File: config.mk
export PLATFORM = sky130hd
export DESIGN_NAME = iatm_top
export DESIGN_NICKNAME = d
export VERILOG_FILES = /design/src/iatm_pkg.sv /design/src/iatm_top.sv
export SDC_FILE = /design/constraint.sdc
export NUM_CORES = 1
export LEC_CHECK = 0
export ABC_AREA = 1
export BUFFER_PORTS_ARGS = -buffer_cell sky130_fd_sc_hd__buf_2
export CAP_MARGIN = 30
export CORE_MARGIN = 2
export CORE_UTILIZATION = 55
export DETAILED_ROUTE_END_ITERATION = 16
export PLACE_DENSITY = 0.77
export SYNTH_ARGS = -nofsm -noshare
export SYNTH_HDL_FRONTEND = slang
export SYNTH_SLANG_ARGS = --single-unit
File: constraint.sdc
create_clock -name aclk -period 2.21 [get_ports aclk]
set_clock_uncertainty 0.05 [all_clocks]
set_input_delay 0.221 -clock aclk [delete_from_list [all_inputs] [get_ports aclk]]
set_output_delay 0.221 -clock aclk [all_outputs]
set_load 0.01 [all_outputs]
File: src/iatm_pkg.sv
// iatm_pkg: constants, register map and types of the interrupt auto-mask / throttle / map block
package iatm_pkg;
    // ------------------------------------------------------------------
    // register map (byte addresses)
    // ------------------------------------------------------------------
    localparam int          IATM_ADDR_W        = 16;
    localparam logic [15:0] IATM_CAUSE_OFF     = 16'h1500;
    localparam logic [15:0] IATM_MASK_SET_OFF  = 16'h1508;
    localparam logic [15:0] IATM_MASK_CLR_OFF  = 16'h150C;
    localparam logic [15:0] IATM_AUTO_MASK_OFF = 16'h1510;
    localparam logic [15:0] IATM_CONTROL_OFF   = 16'h1514;
    localparam logic [15:0] IATM_THR_BASE_OFF  = 16'h1680;
    localparam logic [15:0] IATM_ALLOC_BASE_OFF = 16'h1700;
    localparam logic [31:0] IATM_ZERO_WORD     = 32'h0000_0000;
    // ------------------------------------------------------------------
    // counts of units
    // ------------------------------------------------------------------
    localparam int IATM_NUM_THR     = 5;
    localparam int IATM_NUM_ALLOC   = 2;
    localparam int IATM_FLD_PER_REG = 4;
    localparam int IATM_NUM_QUEUE   = 8;
    localparam int IATM_FLD_STRIDE  = 8;
    localparam int IATM_TGT_W       = 3;
    localparam int IATM_VALID_POS   = 7;
    localparam logic [2:0] IATM_MSIX_TARGETS   = 3'h5;
    localparam logic [2:0] IATM_LEGACY_TARGETS = 3'h4;
    // ------------------------------------------------------------------
    // field layout
    // ------------------------------------------------------------------
    localparam int IATM_AUTO_MASK_W   = 31;
    localparam int IATM_KEEP_POS      = 30;
    localparam int IATM_TRUE_INTERRUPT_FLAG_POS      = 31;
    localparam int IATM_DRSTA_POS     = 30;
    localparam int IATM_NSICR_POS     = 0;
    localparam int IATM_MSIX_POS      = 4;
    localparam int IATM_LLI_IVL_LSB   = 7;
    localparam int IATM_LLI_IVL_W     = 5;
    localparam int IATM_INTERVAL_LSB  = 2;
    localparam int IATM_INTERVAL_W    = 13;
    localparam int IATM_LOW_LATENCY_MODERATION_ENABLE_POS    = 15;
    localparam int IATM_CREDIT_LSB    = 16;
    localparam int IATM_CREDIT_W      = 5;
    localparam int IATM_MODCNT_LSB    = 21;
    localparam int IATM_MODCNT_W      = 10;
    localparam int IATM_PRESERVE_POS  = 31;
    localparam int IATM_COUNT_W       = 12;
    localparam int IATM_COUNT_DROP    = 2;
    localparam logic [IATM_COUNT_W-1:0]  IATM_COUNT_MAX  = 12'hFFF;
    localparam logic [IATM_CREDIT_W-1:0] IATM_CREDIT_MAX = 5'h1F;
    // ------------------------------------------------------------------
    // timing
    // ------------------------------------------------------------------
    localparam int IATM_CLK_PERIOD_NS = 4;
    localparam int IATM_TICK_NS       = 1000;
    localparam int IATM_TICK_CYCLES   = (IATM_TICK_NS + IATM_CLK_PERIOD_NS - 1) / IATM_CLK_PERIOD_NS;
    localparam int IATM_PRE_W         = 8;
    localparam logic [IATM_PRE_W-1:0] IATM_PRE_LAST = IATM_PRE_W'(IATM_TICK_CYCLES - 1);
    localparam int IATM_LL_W          = 7;
    localparam logic [1:0] IATM_RESP_OKAY   = 2'h0;
    localparam logic [1:0] IATM_RESP_DECERR = 2'h3;
    // ------------------------------------------------------------------
    // types
    // ------------------------------------------------------------------
    typedef struct packed {
        logic [IATM_INTERVAL_W-1:0] interval;
        logic                       low_latency_moderation_enable;
        logic [IATM_CREDIT_W-1:0]   credit;
        logic [IATM_COUNT_W-1:0]    count;
    } iatm_thr_t;
    typedef struct packed {
        logic [IATM_ADDR_W-1:0] addr;
        logic [31:0]            data;
        logic [3:0]             strb;
    } iatm_wreq_t;
endpackage : iatm_pkg

File: src/iatm_top.sv
// iatm_top: auto-mask, five interrupt throttles and queue cause allocation behind AXI4-Lite
// How it works
// - cause register read or write clears mask bits selected by auto-mask
// - with nonselective clear off, copy needs nonzero mask and true interrupt flag
// - software device reset clears auto-mask except bit 30
// - five throttle registers at four byte stride, one per cause group
// - interval field bits 14:2 in microseconds; software never writes zero
// - interrupt sent after interval microsecond ticks, at most 4095, unless flushed or low latency
// - 12-bit down counter, top 10 bits visible, reloads on signal, stops at zero
// - signal when counter zero and an allocated extended cause bit set
// - write without preserve bit loads moderation and credit counters
// - preserve bit 31 keeps both counters for that write, reads zero
// - bit 15 enables low latency moderation, bits 20:16 show credits
// - device reset leaves throttles alone; reset interrupt flushes pending at once
// - two allocation registers map queue causes to vectors in vector mode
// - outside vector mode same fields route causes to extended cause bits
// - four 3-bit targets at bytes with valid bit 7 of each byte
// - irq_out presented only when cause bit and mask bit both one
// - mask clear write of one clears mask bit, zero leaves it
// - nonselective clear on: every cause read clears cause register
`timescale 1ns/1ns
`default_nettype none
module iatm_top
    import iatm_pkg::*;
(
    input  wire logic                     aclk,
    input  wire logic                     aresetn,
    input  wire logic [IATM_ADDR_W-1:0]   s_axi_awaddr,
    input  wire logic                     s_axi_awvalid,
    output logic                          s_axi_awready,
    input  wire logic [31:0]              s_axi_wdata,
    input  wire logic [3:0]               s_axi_wstrb,
    input  wire logic                     s_axi_wvalid,
    output logic                          s_axi_wready,
    output logic [1:0]                    s_axi_bresp,
    output logic                          s_axi_bvalid,
    input  wire logic                     s_axi_bready,
    input  wire logic [IATM_ADDR_W-1:0]   s_axi_araddr,
    input  wire logic                     s_axi_arvalid,
    output logic                          s_axi_arready,
    output logic [31:0]                   s_axi_rdata,
    output logic [1:0]                    s_axi_rresp,
    output logic                          s_axi_rvalid,
    input  wire logic                     s_axi_rready,
    input  wire logic [30:0]              cause_event,
    input  wire logic [IATM_NUM_QUEUE-1:0] queue_cause_bits,
    input  wire logic [IATM_NUM_THR-1:0]  low_latency_event,
    input  wire logic                     software_device_reset,
    input  wire logic                     device_reset_event,
    output logic                          irq_out,
    output logic [IATM_NUM_THR-1:0]       vector_irq,
    output logic [IATM_NUM_THR-1:0]       extended_cause_reg
);
    // ------------------------------------------------------------------
    // state
    // ------------------------------------------------------------------
    iatm_wreq_t                  wreq_reg;
    logic                        aw_held_reg;
    logic                        w_held_reg;
    logic                        bvalid_reg;
    logic [1:0]                  bresp_reg;
    logic                        rvalid_reg;
    logic [1:0]                  rresp_reg;
    logic [31:0]                 rdata_reg;
    logic [30:0]                 cause_reg;
    logic [30:0]                 mask_reg;
    logic [IATM_AUTO_MASK_W-1:0] auto_mask_value;
    logic [31:0]                 control_reg;
    logic [31:0]                 alloc_reg [IATM_NUM_ALLOC];
    iatm_thr_t                   thr_reg [IATM_NUM_THR];
    logic [IATM_NUM_THR-1:0]     ext_reg;
    logic [IATM_NUM_THR-1:0]     vec_reg;
    logic                        irq_reg;
    logic [IATM_PRE_W-1:0]       pre_reg;
    logic                        tick_reg;
    logic [IATM_LL_W-1:0]        ll_reg;
    logic                        ll_tick_reg;

    // ------------------------------------------------------------------
    // bus handshakes
    // ------------------------------------------------------------------
    logic wr_fire;
    logic rd_fire;
    assign s_axi_awready = !aw_held_reg && !bvalid_reg;
    assign s_axi_wready  = !w_held_reg && !bvalid_reg;
    assign s_axi_arready = !rvalid_reg;
    assign s_axi_bvalid  = bvalid_reg;
    assign s_axi_bresp   = bresp_reg;
    assign s_axi_rvalid  = rvalid_reg;
    assign s_axi_rresp   = rresp_reg;
    assign s_axi_rdata   = rdata_reg;
    assign wr_fire       = aw_held_reg && w_held_reg && !bvalid_reg;
    assign rd_fire       = s_axi_arvalid && s_axi_arready;
    assign irq_out            = irq_reg;
    assign vector_irq         = vec_reg;
    assign extended_cause_reg = ext_reg;

    function automatic logic [31:0] merge(input logic [31:0] old, input logic [31:0] nw,
                                          input logic [3:0] strb);
        logic [31:0] res;
        res = old;
        for (int b = 0; b < 4; b++) begin
            if (strb[b]) begin
                res[b*8 +: 8] = nw[b*8 +: 8];
            end
        end
        return res;
    endfunction : merge

    function automatic logic thr_hit(input logic [IATM_ADDR_W-1:0] a);
        return (a[IATM_ADDR_W-1:5] == IATM_THR_BASE_OFF[IATM_ADDR_W-1:5]) &&
               (a[4:2] < 3'(IATM_NUM_THR)) && (a[1:0] == 2'h0);
    endfunction : thr_hit

    function automatic logic alloc_hit(input logic [IATM_ADDR_W-1:0] a);
        return (a[IATM_ADDR_W-1:3] == IATM_ALLOC_BASE_OFF[IATM_ADDR_W-1:3]) &&
               (a[1:0] == 2'h0);
    endfunction : alloc_hit

    function automatic logic known(input logic [IATM_ADDR_W-1:0] a);
        return (a == IATM_CAUSE_OFF) || (a == IATM_MASK_SET_OFF) || (a == IATM_MASK_CLR_OFF) ||
               (a == IATM_AUTO_MASK_OFF) || (a == IATM_CONTROL_OFF) || thr_hit(a) || alloc_hit(a);
    endfunction : known

    always_ff @(posedge aclk) begin
        if (!aresetn) begin
            aw_held_reg <= 1'b0;
            w_held_reg  <= 1'b0;
            wreq_reg    <= '0;
            bvalid_reg  <= 1'b0;
            bresp_reg   <= IATM_RESP_OKAY;
        end else begin
            if (s_axi_awvalid && s_axi_awready) begin
                aw_held_reg   <= 1'b1;
                wreq_reg.addr <= s_axi_awaddr;
            end
            if (s_axi_wvalid && s_axi_wready) begin
                w_held_reg    <= 1'b1;
                wreq_reg.data <= s_axi_wdata;
                wreq_reg.strb <= s_axi_wstrb;
            end
            if (wr_fire) begin
                aw_held_reg <= 1'b0;
                w_held_reg  <= 1'b0;
                bvalid_reg  <= 1'b1;
                bresp_reg   <= known(wreq_reg.addr) ? IATM_RESP_OKAY : IATM_RESP_DECERR;
            end else if (bvalid_reg && s_axi_bready) begin
                bvalid_reg <= 1'b0;
            end
        end
    end

    // ------------------------------------------------------------------
    // decoded accesses
    // ------------------------------------------------------------------
    logic [31:0] wdat;
    logic        true_interrupt_flag;
    logic        cause_rd;
    logic        cause_wr;
    logic        auto_apply;
    logic        cause_rd_clear;
    assign wdat     = wreq_reg.data;
    assign true_interrupt_flag     = |(cause_reg & mask_reg);
    assign cause_rd = rd_fire && (s_axi_araddr == IATM_CAUSE_OFF);
    assign cause_wr = wr_fire && (wreq_reg.addr == IATM_CAUSE_OFF);
    assign auto_apply = (cause_rd || cause_wr) &&
                        (control_reg[IATM_NSICR_POS] || ((|mask_reg) && true_interrupt_flag));
    assign cause_rd_clear = cause_rd &&
                            (control_reg[IATM_NSICR_POS] || true_interrupt_flag || !(|mask_reg));

    always_ff @(posedge aclk) begin
        if (!aresetn) begin
            rvalid_reg <= 1'b0;
            rresp_reg  <= IATM_RESP_OKAY;
            rdata_reg  <= IATM_ZERO_WORD;
        end else if (rd_fire) begin
            rvalid_reg <= 1'b1;
            rresp_reg  <= known(s_axi_araddr) ? IATM_RESP_OKAY : IATM_RESP_DECERR;
            rdata_reg  <= IATM_ZERO_WORD;
            if (s_axi_araddr == IATM_CAUSE_OFF) begin
                rdata_reg <= {true_interrupt_flag, cause_reg};
            end else if (s_axi_araddr == IATM_MASK_SET_OFF || s_axi_araddr == IATM_MASK_CLR_OFF) begin
                rdata_reg <= {1'b0, mask_reg};
            end else if (s_axi_araddr == IATM_AUTO_MASK_OFF) begin
                rdata_reg <= {1'b0, auto_mask_value};
            end else if (s_axi_araddr == IATM_CONTROL_OFF) begin
                rdata_reg <= control_reg;
            end else if (thr_hit(s_axi_araddr)) begin
                rdata_reg <= {1'b0,
                    thr_reg[s_axi_araddr[4:2]].count[IATM_COUNT_W-1:IATM_COUNT_DROP],
                    thr_reg[s_axi_araddr[4:2]].credit, thr_reg[s_axi_araddr[4:2]].low_latency_moderation_enable,
                    thr_reg[s_axi_araddr[4:2]].interval, 2'h0};
            end else if (alloc_hit(s_axi_araddr)) begin
                rdata_reg <= alloc_reg[s_axi_araddr[2]];
            end
        end else if (s_axi_rready) begin
            rvalid_reg <= 1'b0;
        end
    end

    // ------------------------------------------------------------------
    // cause, mask, auto-mask and control
    // ------------------------------------------------------------------
    logic [30:0] cause_set;
    assign cause_set = cause_event | (31'(device_reset_event) << IATM_DRSTA_POS);

    // strobed write word, taken apart below since a call result cannot be sliced
    logic [31:0] wmerged;
    logic [31:0] am_merged;
    assign wmerged   = merge(IATM_ZERO_WORD, wdat, wreq_reg.strb);
    assign am_merged = merge({1'b0, auto_mask_value}, wdat, wreq_reg.strb);

    always_ff @(posedge aclk) begin
        if (!aresetn) begin
            cause_reg <= '0;
        end else begin
            // a new event wins over the clear in the same cycle
            cause_reg <= (cause_reg & ~(cause_rd_clear ? ~31'h0 : (cause_wr ? wdat[30:0] : 31'h0)))
                         | cause_set;
        end
    end

    always_ff @(posedge aclk) begin
        if (!aresetn) begin
            mask_reg <= '0;
        end else if (wr_fire && wreq_reg.addr == IATM_MASK_SET_OFF) begin
            mask_reg <= mask_reg | wmerged[30:0];
        end else if (wr_fire && wreq_reg.addr == IATM_MASK_CLR_OFF) begin
            mask_reg <= mask_reg & ~wmerged[30:0];
        end else if (auto_apply) begin
            mask_reg <= mask_reg & ~auto_mask_value;
        end
    end

    always_ff @(posedge aclk) begin
        irq_reg <= aresetn && true_interrupt_flag;
    end

    always_ff @(posedge aclk) begin
        if (!aresetn) begin
            auto_mask_value <= '0;
        end else if (software_device_reset) begin
            auto_mask_value <= auto_mask_value & (31'h1 << IATM_KEEP_POS);
        end else if (wr_fire && wreq_reg.addr == IATM_AUTO_MASK_OFF) begin
            auto_mask_value <= am_merged[30:0];
        end
    end

    always_ff @(posedge aclk) begin
        if (!aresetn) begin
            control_reg <= IATM_ZERO_WORD;
        end else if (wr_fire && wreq_reg.addr == IATM_CONTROL_OFF) begin
            control_reg <= merge(control_reg, wdat, wreq_reg.strb) &
                           ((32'h1 << IATM_NSICR_POS) | (32'h1 << IATM_MSIX_POS) |
                            (32'h1F << IATM_LLI_IVL_LSB));
        end
    end

    // ------------------------------------------------------------------
    // allocation and extended cause bits
    // ------------------------------------------------------------------
    logic [31:0] alloc_keep;
    assign alloc_keep = 32'h8787_8787;

    for (genvar r = 0; r < IATM_NUM_ALLOC; r++) begin : g_alloc
        always_ff @(posedge aclk) begin
            if (!aresetn) begin
                alloc_reg[r] <= IATM_ZERO_WORD;
            end else if (wr_fire && alloc_hit(wreq_reg.addr) && wreq_reg.addr[2] == 1'(r)) begin
                alloc_reg[r] <= merge(alloc_reg[r], wdat, wreq_reg.strb) & alloc_keep;
            end
        end
    end

    logic [IATM_NUM_THR-1:0] route_set;
    logic [IATM_NUM_THR-1:0] fire;
    always_comb begin
        logic [7:0]            fld;
        logic [IATM_TGT_W-1:0] tgt;
        fld = 8'h00;
        tgt = '0;
        route_set = '0;
        for (int q = 0; q < IATM_NUM_QUEUE; q++) begin
            fld = alloc_reg[q / IATM_FLD_PER_REG][(q % IATM_FLD_PER_REG)*IATM_FLD_STRIDE +: 8];
            tgt = fld[IATM_TGT_W-1:0];
            // targets beyond the mode's range are dropped rather than aliased
            if (queue_cause_bits[q] && fld[IATM_VALID_POS] &&
                tgt < (control_reg[IATM_MSIX_POS] ? IATM_MSIX_TARGETS : IATM_LEGACY_TARGETS)) begin
                route_set[tgt] = 1'b1;
            end
        end
    end

    always_ff @(posedge aclk) begin
        if (!aresetn) begin
            ext_reg <= '0;
            vec_reg <= '0;
        end else begin
            ext_reg <= (ext_reg & ~fire) | route_set;
            vec_reg <= fire;
        end
    end

    // ------------------------------------------------------------------
    // microsecond prescaler and low latency credit clock
    // ------------------------------------------------------------------
    logic [IATM_LL_W-1:0] ll_limit;
    assign ll_limit = {control_reg[IATM_LLI_IVL_LSB +: IATM_LLI_IVL_W], 2'h0};

    always_ff @(posedge aclk) begin
        if (!aresetn) begin
            pre_reg  <= '0;
            tick_reg <= 1'b0;
        end else begin
            tick_reg <= (pre_reg == IATM_PRE_LAST);
            pre_reg  <= (pre_reg == IATM_PRE_LAST) ? '0 : pre_reg + 1'b1;
        end
    end

    always_ff @(posedge aclk) begin
        if (!aresetn) begin
            ll_reg      <= '0;
            ll_tick_reg <= 1'b0;
        end else begin
            ll_tick_reg <= 1'b0;
            if (ll_limit == '0) begin
                ll_reg <= '0;
            end else if (tick_reg) begin
                ll_tick_reg <= (ll_reg + 1'b1 >= ll_limit);
                ll_reg      <= (ll_reg + 1'b1 >= ll_limit) ? '0 : ll_reg + 1'b1;
            end
        end
    end

    // ------------------------------------------------------------------
    // throttle units
    // ------------------------------------------------------------------
    for (genvar n = 0; n < IATM_NUM_THR; n++) begin : g_thr
        logic        thr_wr;
        logic        lli_fire;
        logic [31:0] m;
        assign m = merge({1'b0, thr_reg[n].count[IATM_COUNT_W-1:IATM_COUNT_DROP], thr_reg[n].credit,
                          thr_reg[n].low_latency_moderation_enable, thr_reg[n].interval, 2'h0}, wdat, wreq_reg.strb);
        assign thr_wr   = wr_fire && thr_hit(wreq_reg.addr) && wreq_reg.addr[4:2] == 3'(n);
        assign lli_fire = thr_reg[n].low_latency_moderation_enable && (thr_reg[n].credit != '0) && low_latency_event[n];
        assign fire[n]  = ext_reg[n] && (thr_reg[n].count == '0 || device_reset_event ||
                                         lli_fire);

        always_ff @(posedge aclk) begin
            // only the bus reset clears a throttle; software device reset does not reach it
            if (!aresetn) begin
                thr_reg[n] <= '0;
            end else begin
                if (thr_wr) begin
                    thr_reg[n].interval <= m[IATM_INTERVAL_LSB +: IATM_INTERVAL_W];
                    thr_reg[n].low_latency_moderation_enable   <= m[IATM_LOW_LATENCY_MODERATION_ENABLE_POS];
                end
                if (thr_wr && !wdat[IATM_PRESERVE_POS]) begin
                    thr_reg[n].count <= {m[IATM_MODCNT_LSB +: IATM_MODCNT_W], 2'h0};
                end else if (fire[n]) begin
                    // the real counter is 12 bits; longer intervals saturate it
                    thr_reg[n].count <= (thr_reg[n].interval > 13'(IATM_COUNT_MAX)) ?
                                        IATM_COUNT_MAX : thr_reg[n].interval[IATM_COUNT_W-1:0];
                end else if (tick_reg && thr_reg[n].count != '0) begin
                    thr_reg[n].count <= thr_reg[n].count - 1'b1;
                end
                if (thr_wr && !wdat[IATM_PRESERVE_POS]) begin
                    thr_reg[n].credit <= m[IATM_CREDIT_LSB +: IATM_CREDIT_W];
                end else if (fire[n] && lli_fire) begin
                    thr_reg[n].credit <= thr_reg[n].credit - 1'b1;
                end else if (ll_tick_reg && thr_reg[n].credit != IATM_CREDIT_MAX) begin
                    thr_reg[n].credit <= thr_reg[n].credit + 1'b1;
                end
            end
        end
    end
endmodule : iatm_top
`default_nettype wire

# Word level (Yosys, flattened, before mapping)
# Memory sizes are Yosys's and may differ from the RTL's.
# Index checks and enable logic that the tools add are counted.
# totals
reg_bits	220
ramBits	187
output_inout_bits	52
wordCells	593
n_memories	2
# memory_table
name	words	width	read_ports	rd_clocked_by_memory_dff	wr	line	text
thr_reg	5	31	6	0	5	iatm_top.sv:70	iatm_thr_t thr_reg [IATM_NUM_THR];
alloc_reg	2	16	3	0	2	iatm_top.sv:69	logic [31:0] alloc_reg [IATM_NUM_ALLOC];
# op_classes
n_addsub	17
n_lt_le_gt_ge	32
n_eq_ne	24
mux	265
n_bitwise	66
n_reduce_logical	161
# ops
operator	count
8-bit two-way mux	42
12-bit two-way mux	20
32-bit two-way mux	6
16-bit by 13-bit == test with 1-bit output (second input constant)	10
31-bit two-way mux	5
1-bit two-way mux	145
31-bit bitwise AND	4
5-bit two-way mux	23
31-bit NOT	3
31-bit OR	3
1-bit logical AND	92
13-bit by 12-bit > comparator with 1-bit output (second input constant)	5
13-bit two-way mux	5
31-bit OR reduction	2
12-bit zero test	5
12-bit nonzero test	5
12-bit by 1-bit subtractor with 12-bit output (second input constant)	5
7-bit two-way mux	7
1-bit OR	42
5-bit OR	8
3-bit by 4-bit less-than comparator with 1-bit output (second input constant)	8
16-bit two-way mux	2
1-bit logical OR	27
13-bit by 10-bit == test with 1-bit output (second input constant)	2
other kinds (30)	89

# Depth between registers and ports, before layout
# An unclocked memory read counts as a cell.
# logic_depth
ltp_word	21
ltp_mapped	14
mapped_depth_nobuf	14

# Worst setup path before layout
# OpenSTA, ideal clock, no wires.
# synth_path
kind	flip-flop to flip-flop
startpoint	reg wreq_reg[36] (netlist name)
endpoint	mem thr_reg[0][24] (netlist name), enable pin
arrival_time_ps	1927
t_required_ps	1779
path_slack_ps	-148
stages_incl_launch_ff	11
n_path_buf	1
period_less_slack_ps	2358
cell_sequence	dfxtp_1 -> nor2_4 -> nand2_2 -> nor2_2 -> nand2_1 -> nor2_4 -> nand2_4 -> nor3_1 -> nand2_1 -> clkbuf_1 -> o21ai_0
# synth_rtl
element	line	text
start, declared	iatm_top.sv:57	iatm_wreq_t wreq_reg;
end, declared	iatm_top.sv:70	

# Worst setup path in the final report
# layout_path
startpoint	reg ll_reg[0]
endpoint	reg ll_reg[1]
# layout_between
elab_chain_cells	3
# layout_lines
element	line	text
start, declared	iatm_top.sv:76	logic [IATM_LL_W-1:0] ll_reg;
start signal, assigned	iatm_top.sv:330	ll_reg <= (ll_reg + 1'b1 >= ll_limit) ? '0 : ll_reg + 1'b1;
7-bit by 1-bit adder with 7-bit output (*)	iatm_top.sv:330	
7-bit >= comparator	iatm_top.sv:330	
7-bit two-way mux (*)	iatm_top.sv:330	
# Every way passes the cells marked *; elsewhere a longest branch is shown, timed or not.
# A chain may end at the register's enable or synchronous reset.

==> results.ini <==
[setup_path]
critPathMaxStageDelay_ps = 360
r2r-end = ll_reg[1]
cp.required_ps = 2680
critPathMaxFanout = 7
worst_ep_arrival_time_ps = 2710
crit_chain = ha_4 -> nand3_2 -> nand3b_1 -> xnor2_2 -> ha_4 -> a21oi_1 -> o21a_1 -> o221ai_2 -> nor2_1 -> buf_4 -> nand2_1 -> a21oi_1
crit_buf_inv = 1
path_delay_family = simple AND/OR/NAND/NOR gates
cpMaxStageDelayCell = dfxtp_4
ff2ff_setup_slack_ps = -30
crit_type = flop to flop
r2r_start = ll_reg[0]
endpoint_kind = flop
ff2ff_path_depth = 12
startpoint_type = flop

[yosys]
yosysMostFrequentCell = nand2_1
synth.net_count = 3250
synthCells = 3101
ys.flop_type = dfxtp_1
synth.top_cell.area_share = 0.244
avgSynthCellArea_sq_um = 7.41
synth_common_cells = nand2_1, nor2_1, inv_1, o21ai_0, a21oi_1
syn_area_sq_um = 23000
ys_warn_count = 0
synth_edf_count = 187
ys_seq_area_frac = 0.434
synth_area_leader_cell = edfxtp_1
synthTopCellsByArea = edfxtp_1, dfxtp_1, nand2_1
synthArstFlopShare = 0
synth-seq-cells = 405
synthDistinctLibCells = 56

[drt]
vias_per_cell = 6.05
drtPass1Iterations = 6
wl_per_cell_um = 22.6
drc = 0
via_count = 25126
routed_wl_mm = 93.8
drt-initial-drc-count = 3514
drtAntennaViolNets = 0

[power]
pwr_density_cell_nw_per_um2 = 640
intPower_w = 0.0140
pwr-share-seq = 0.439
leakage_nw = 12.8
ir_drop_mv = 0.608
clkPwrFrac = 0.428
netSwitchingFraction = 0.272
p_comb_frac = 0.133
p_switching_w = 0.00523

[sta]
holdWs_ps = 41.2
fin_setup_tns_ps = -124
tightest_slew_ps = 956
slew_headroom = 0.360
rsz0062_at_grt = true
finalSetupViolCount = 6
fmax_mhz = 446
drv_slew = 0
period_needed_ps = 2240
period_share = 1.01
fin_ws_ps = -31.8
final_hold_viol_count = 0

[clock_tree]
clk_pin_slew_ps = 60
cts-root-buf = clkbuf_16
cts_tree = done
cts_buffers = 44
clockBufferDepth = 3
h-tree-depth = 2
clkLatencyLatePin_ps = 600
cts.sinks = 405

[placed_design]
dp_slack_ps = -183
placedCellCount = 3943
hpwl_mm = 68.5
io_buffers = 172
place_congestion = 1.09

[grt]
grt_max_degree = 63
grt-ovfl-total = 0
grt_pass1_wl_mm = 136
grt_antenna_before_repair = 2
grt_use_total = 0.410
grt_pass1_vias = 23469

[floorplanning]
io-pin-count = 173
die_w_um = 208
dieArea_sq_um = 43400
rows = 74
initial_core_util = 0.560
die_h_um = 208
core_sq_um = 41000

[hold_path]
hp-class = primary input to flop
hold_path_end = wdat[30]
hold_path_depth = 4
hp-start = s_axi_wdata[30]

[finish]
area_growth_pct = 30.6
stdcell_count = 4156
diodes = 0
largest_register_ffs = 155
drive_above_1_share = 0.240
nets = 3739

[run]
cap_viol_max_count = 0

[status]
violations = setup timing
status = finished, violations left

[through the flow]
step | total power (W) | util | instance area (sq um)
4_1_cts | 0.0189 | 0.700 | 28700
2_1_floorplan | 0.00962 | - | 23000
3_3_place_gp | 0.0107 | 0.637 | 26100
3_5_place_dp | 0.0108 | 0.637 | 26100
5_1_grt | 0.0196 | 0.731 | 30000
6_report | 0.0192 | 0.731 | 30000
[kinds of logic after synthesis]
logic type               share of synthesized area
AO/OA/AOI/OAI                                0.150
multiplexers                              0.000436
flip-flops                                   0.434
XOR/XNOR                                    0.0255
adder cells (fa/ha/maj)                     0.0153
buffers and inverters                       0.0863
AND/OR/NAND/NOR                              0.288
[how the worst max path moves through the flow]
stage	startpoint	to	cells past startpoint
global placement	thr_reg[0][0]	thr_reg[0][0]	13
finish	ll_reg[0]	ll_reg[1]	12
global route	ll_reg[0]	ll_reg[0]	13
floorplan	thr_reg[3][0]	thr_reg[3][10]	13
CTS	thr_reg[4][13]	thr_reg[4][5]	12
detailed placement	thr_reg[0][0]	thr_reg[0][1]	13
[layer usage]
layer | track usage | wire length (um) | vias up
met5 | 0 | 22 | -
met4 | 0.219 | 5690 | 4
met3 | 0.0767 | 11500 | 362
met2 | 0.648 | 41400 | 1697
met1 | 0.536 | 35200 | 11747
li1 | - | - | 11316
[final cells by class]
cell class,count,area (sq um)
Tap cell,532,666
Clock buffer,63,1410
Inverter,352,1340
Timing Repair Buffer,578,4580
Multi-Input combinational cell,2209,11800
Fill cell,3141,11000
Clock inverter,17,198
Sequential cell,405,9990
[worst min-delay path: stages]
cell and delay [ps]:
buf_2 80, o21ai_0 70, buf_4 170, a21oi_1 110
[power groups by stage]
stage                     Clock [W]  Sequential [W]  Combinational [W]
after floorplan                   0         0.00850            0.00112
after global placement            0         0.00856            0.00215
after detailed placement          0         0.00857            0.00218
after CTS                   0.00816         0.00841            0.00233
after global routing        0.00844         0.00846            0.00270
final                       0.00822         0.00844            0.00255
[cell usage in the layout, fill, tap and decap left out, types with 11 or more instances in the layout]
master	instances
nor3_1	34
o21ai_2	23
nor2_1	372
nor2_4	34
buf_12	22
o22ai_1	20
inv_2	32
clkbuf_16	54
o21ai_0	232
a21oi_1	234
buf_2	171
buf_6	25
nand4_1	71
dlygate4sd3_1	88
inv_1	312
nand3_1	166
o21ai_1	32
xor2_1	58
or2_2	27
nand3_2	32
clkbuf_8	11
edfxtp_1	187
nand2_2	51
nand2_1	605
o211ai_1	18
buf_4	267
a211oi_1	27
dfxtp_1	211
nor2_2	26
nand2_4	16
ha_1	19
[timing repair]
action	4_1_cts	5_1_grt
setup endpoints to repair	117	272
setup buffers	2	36
hold endpoints to repair	86	0
pin swaps	2	75
gates cloned	0	8
hold buffers	88	0
gates resized for setup	29	261
No activity file was read; power rests on OpenSTA's default activity.
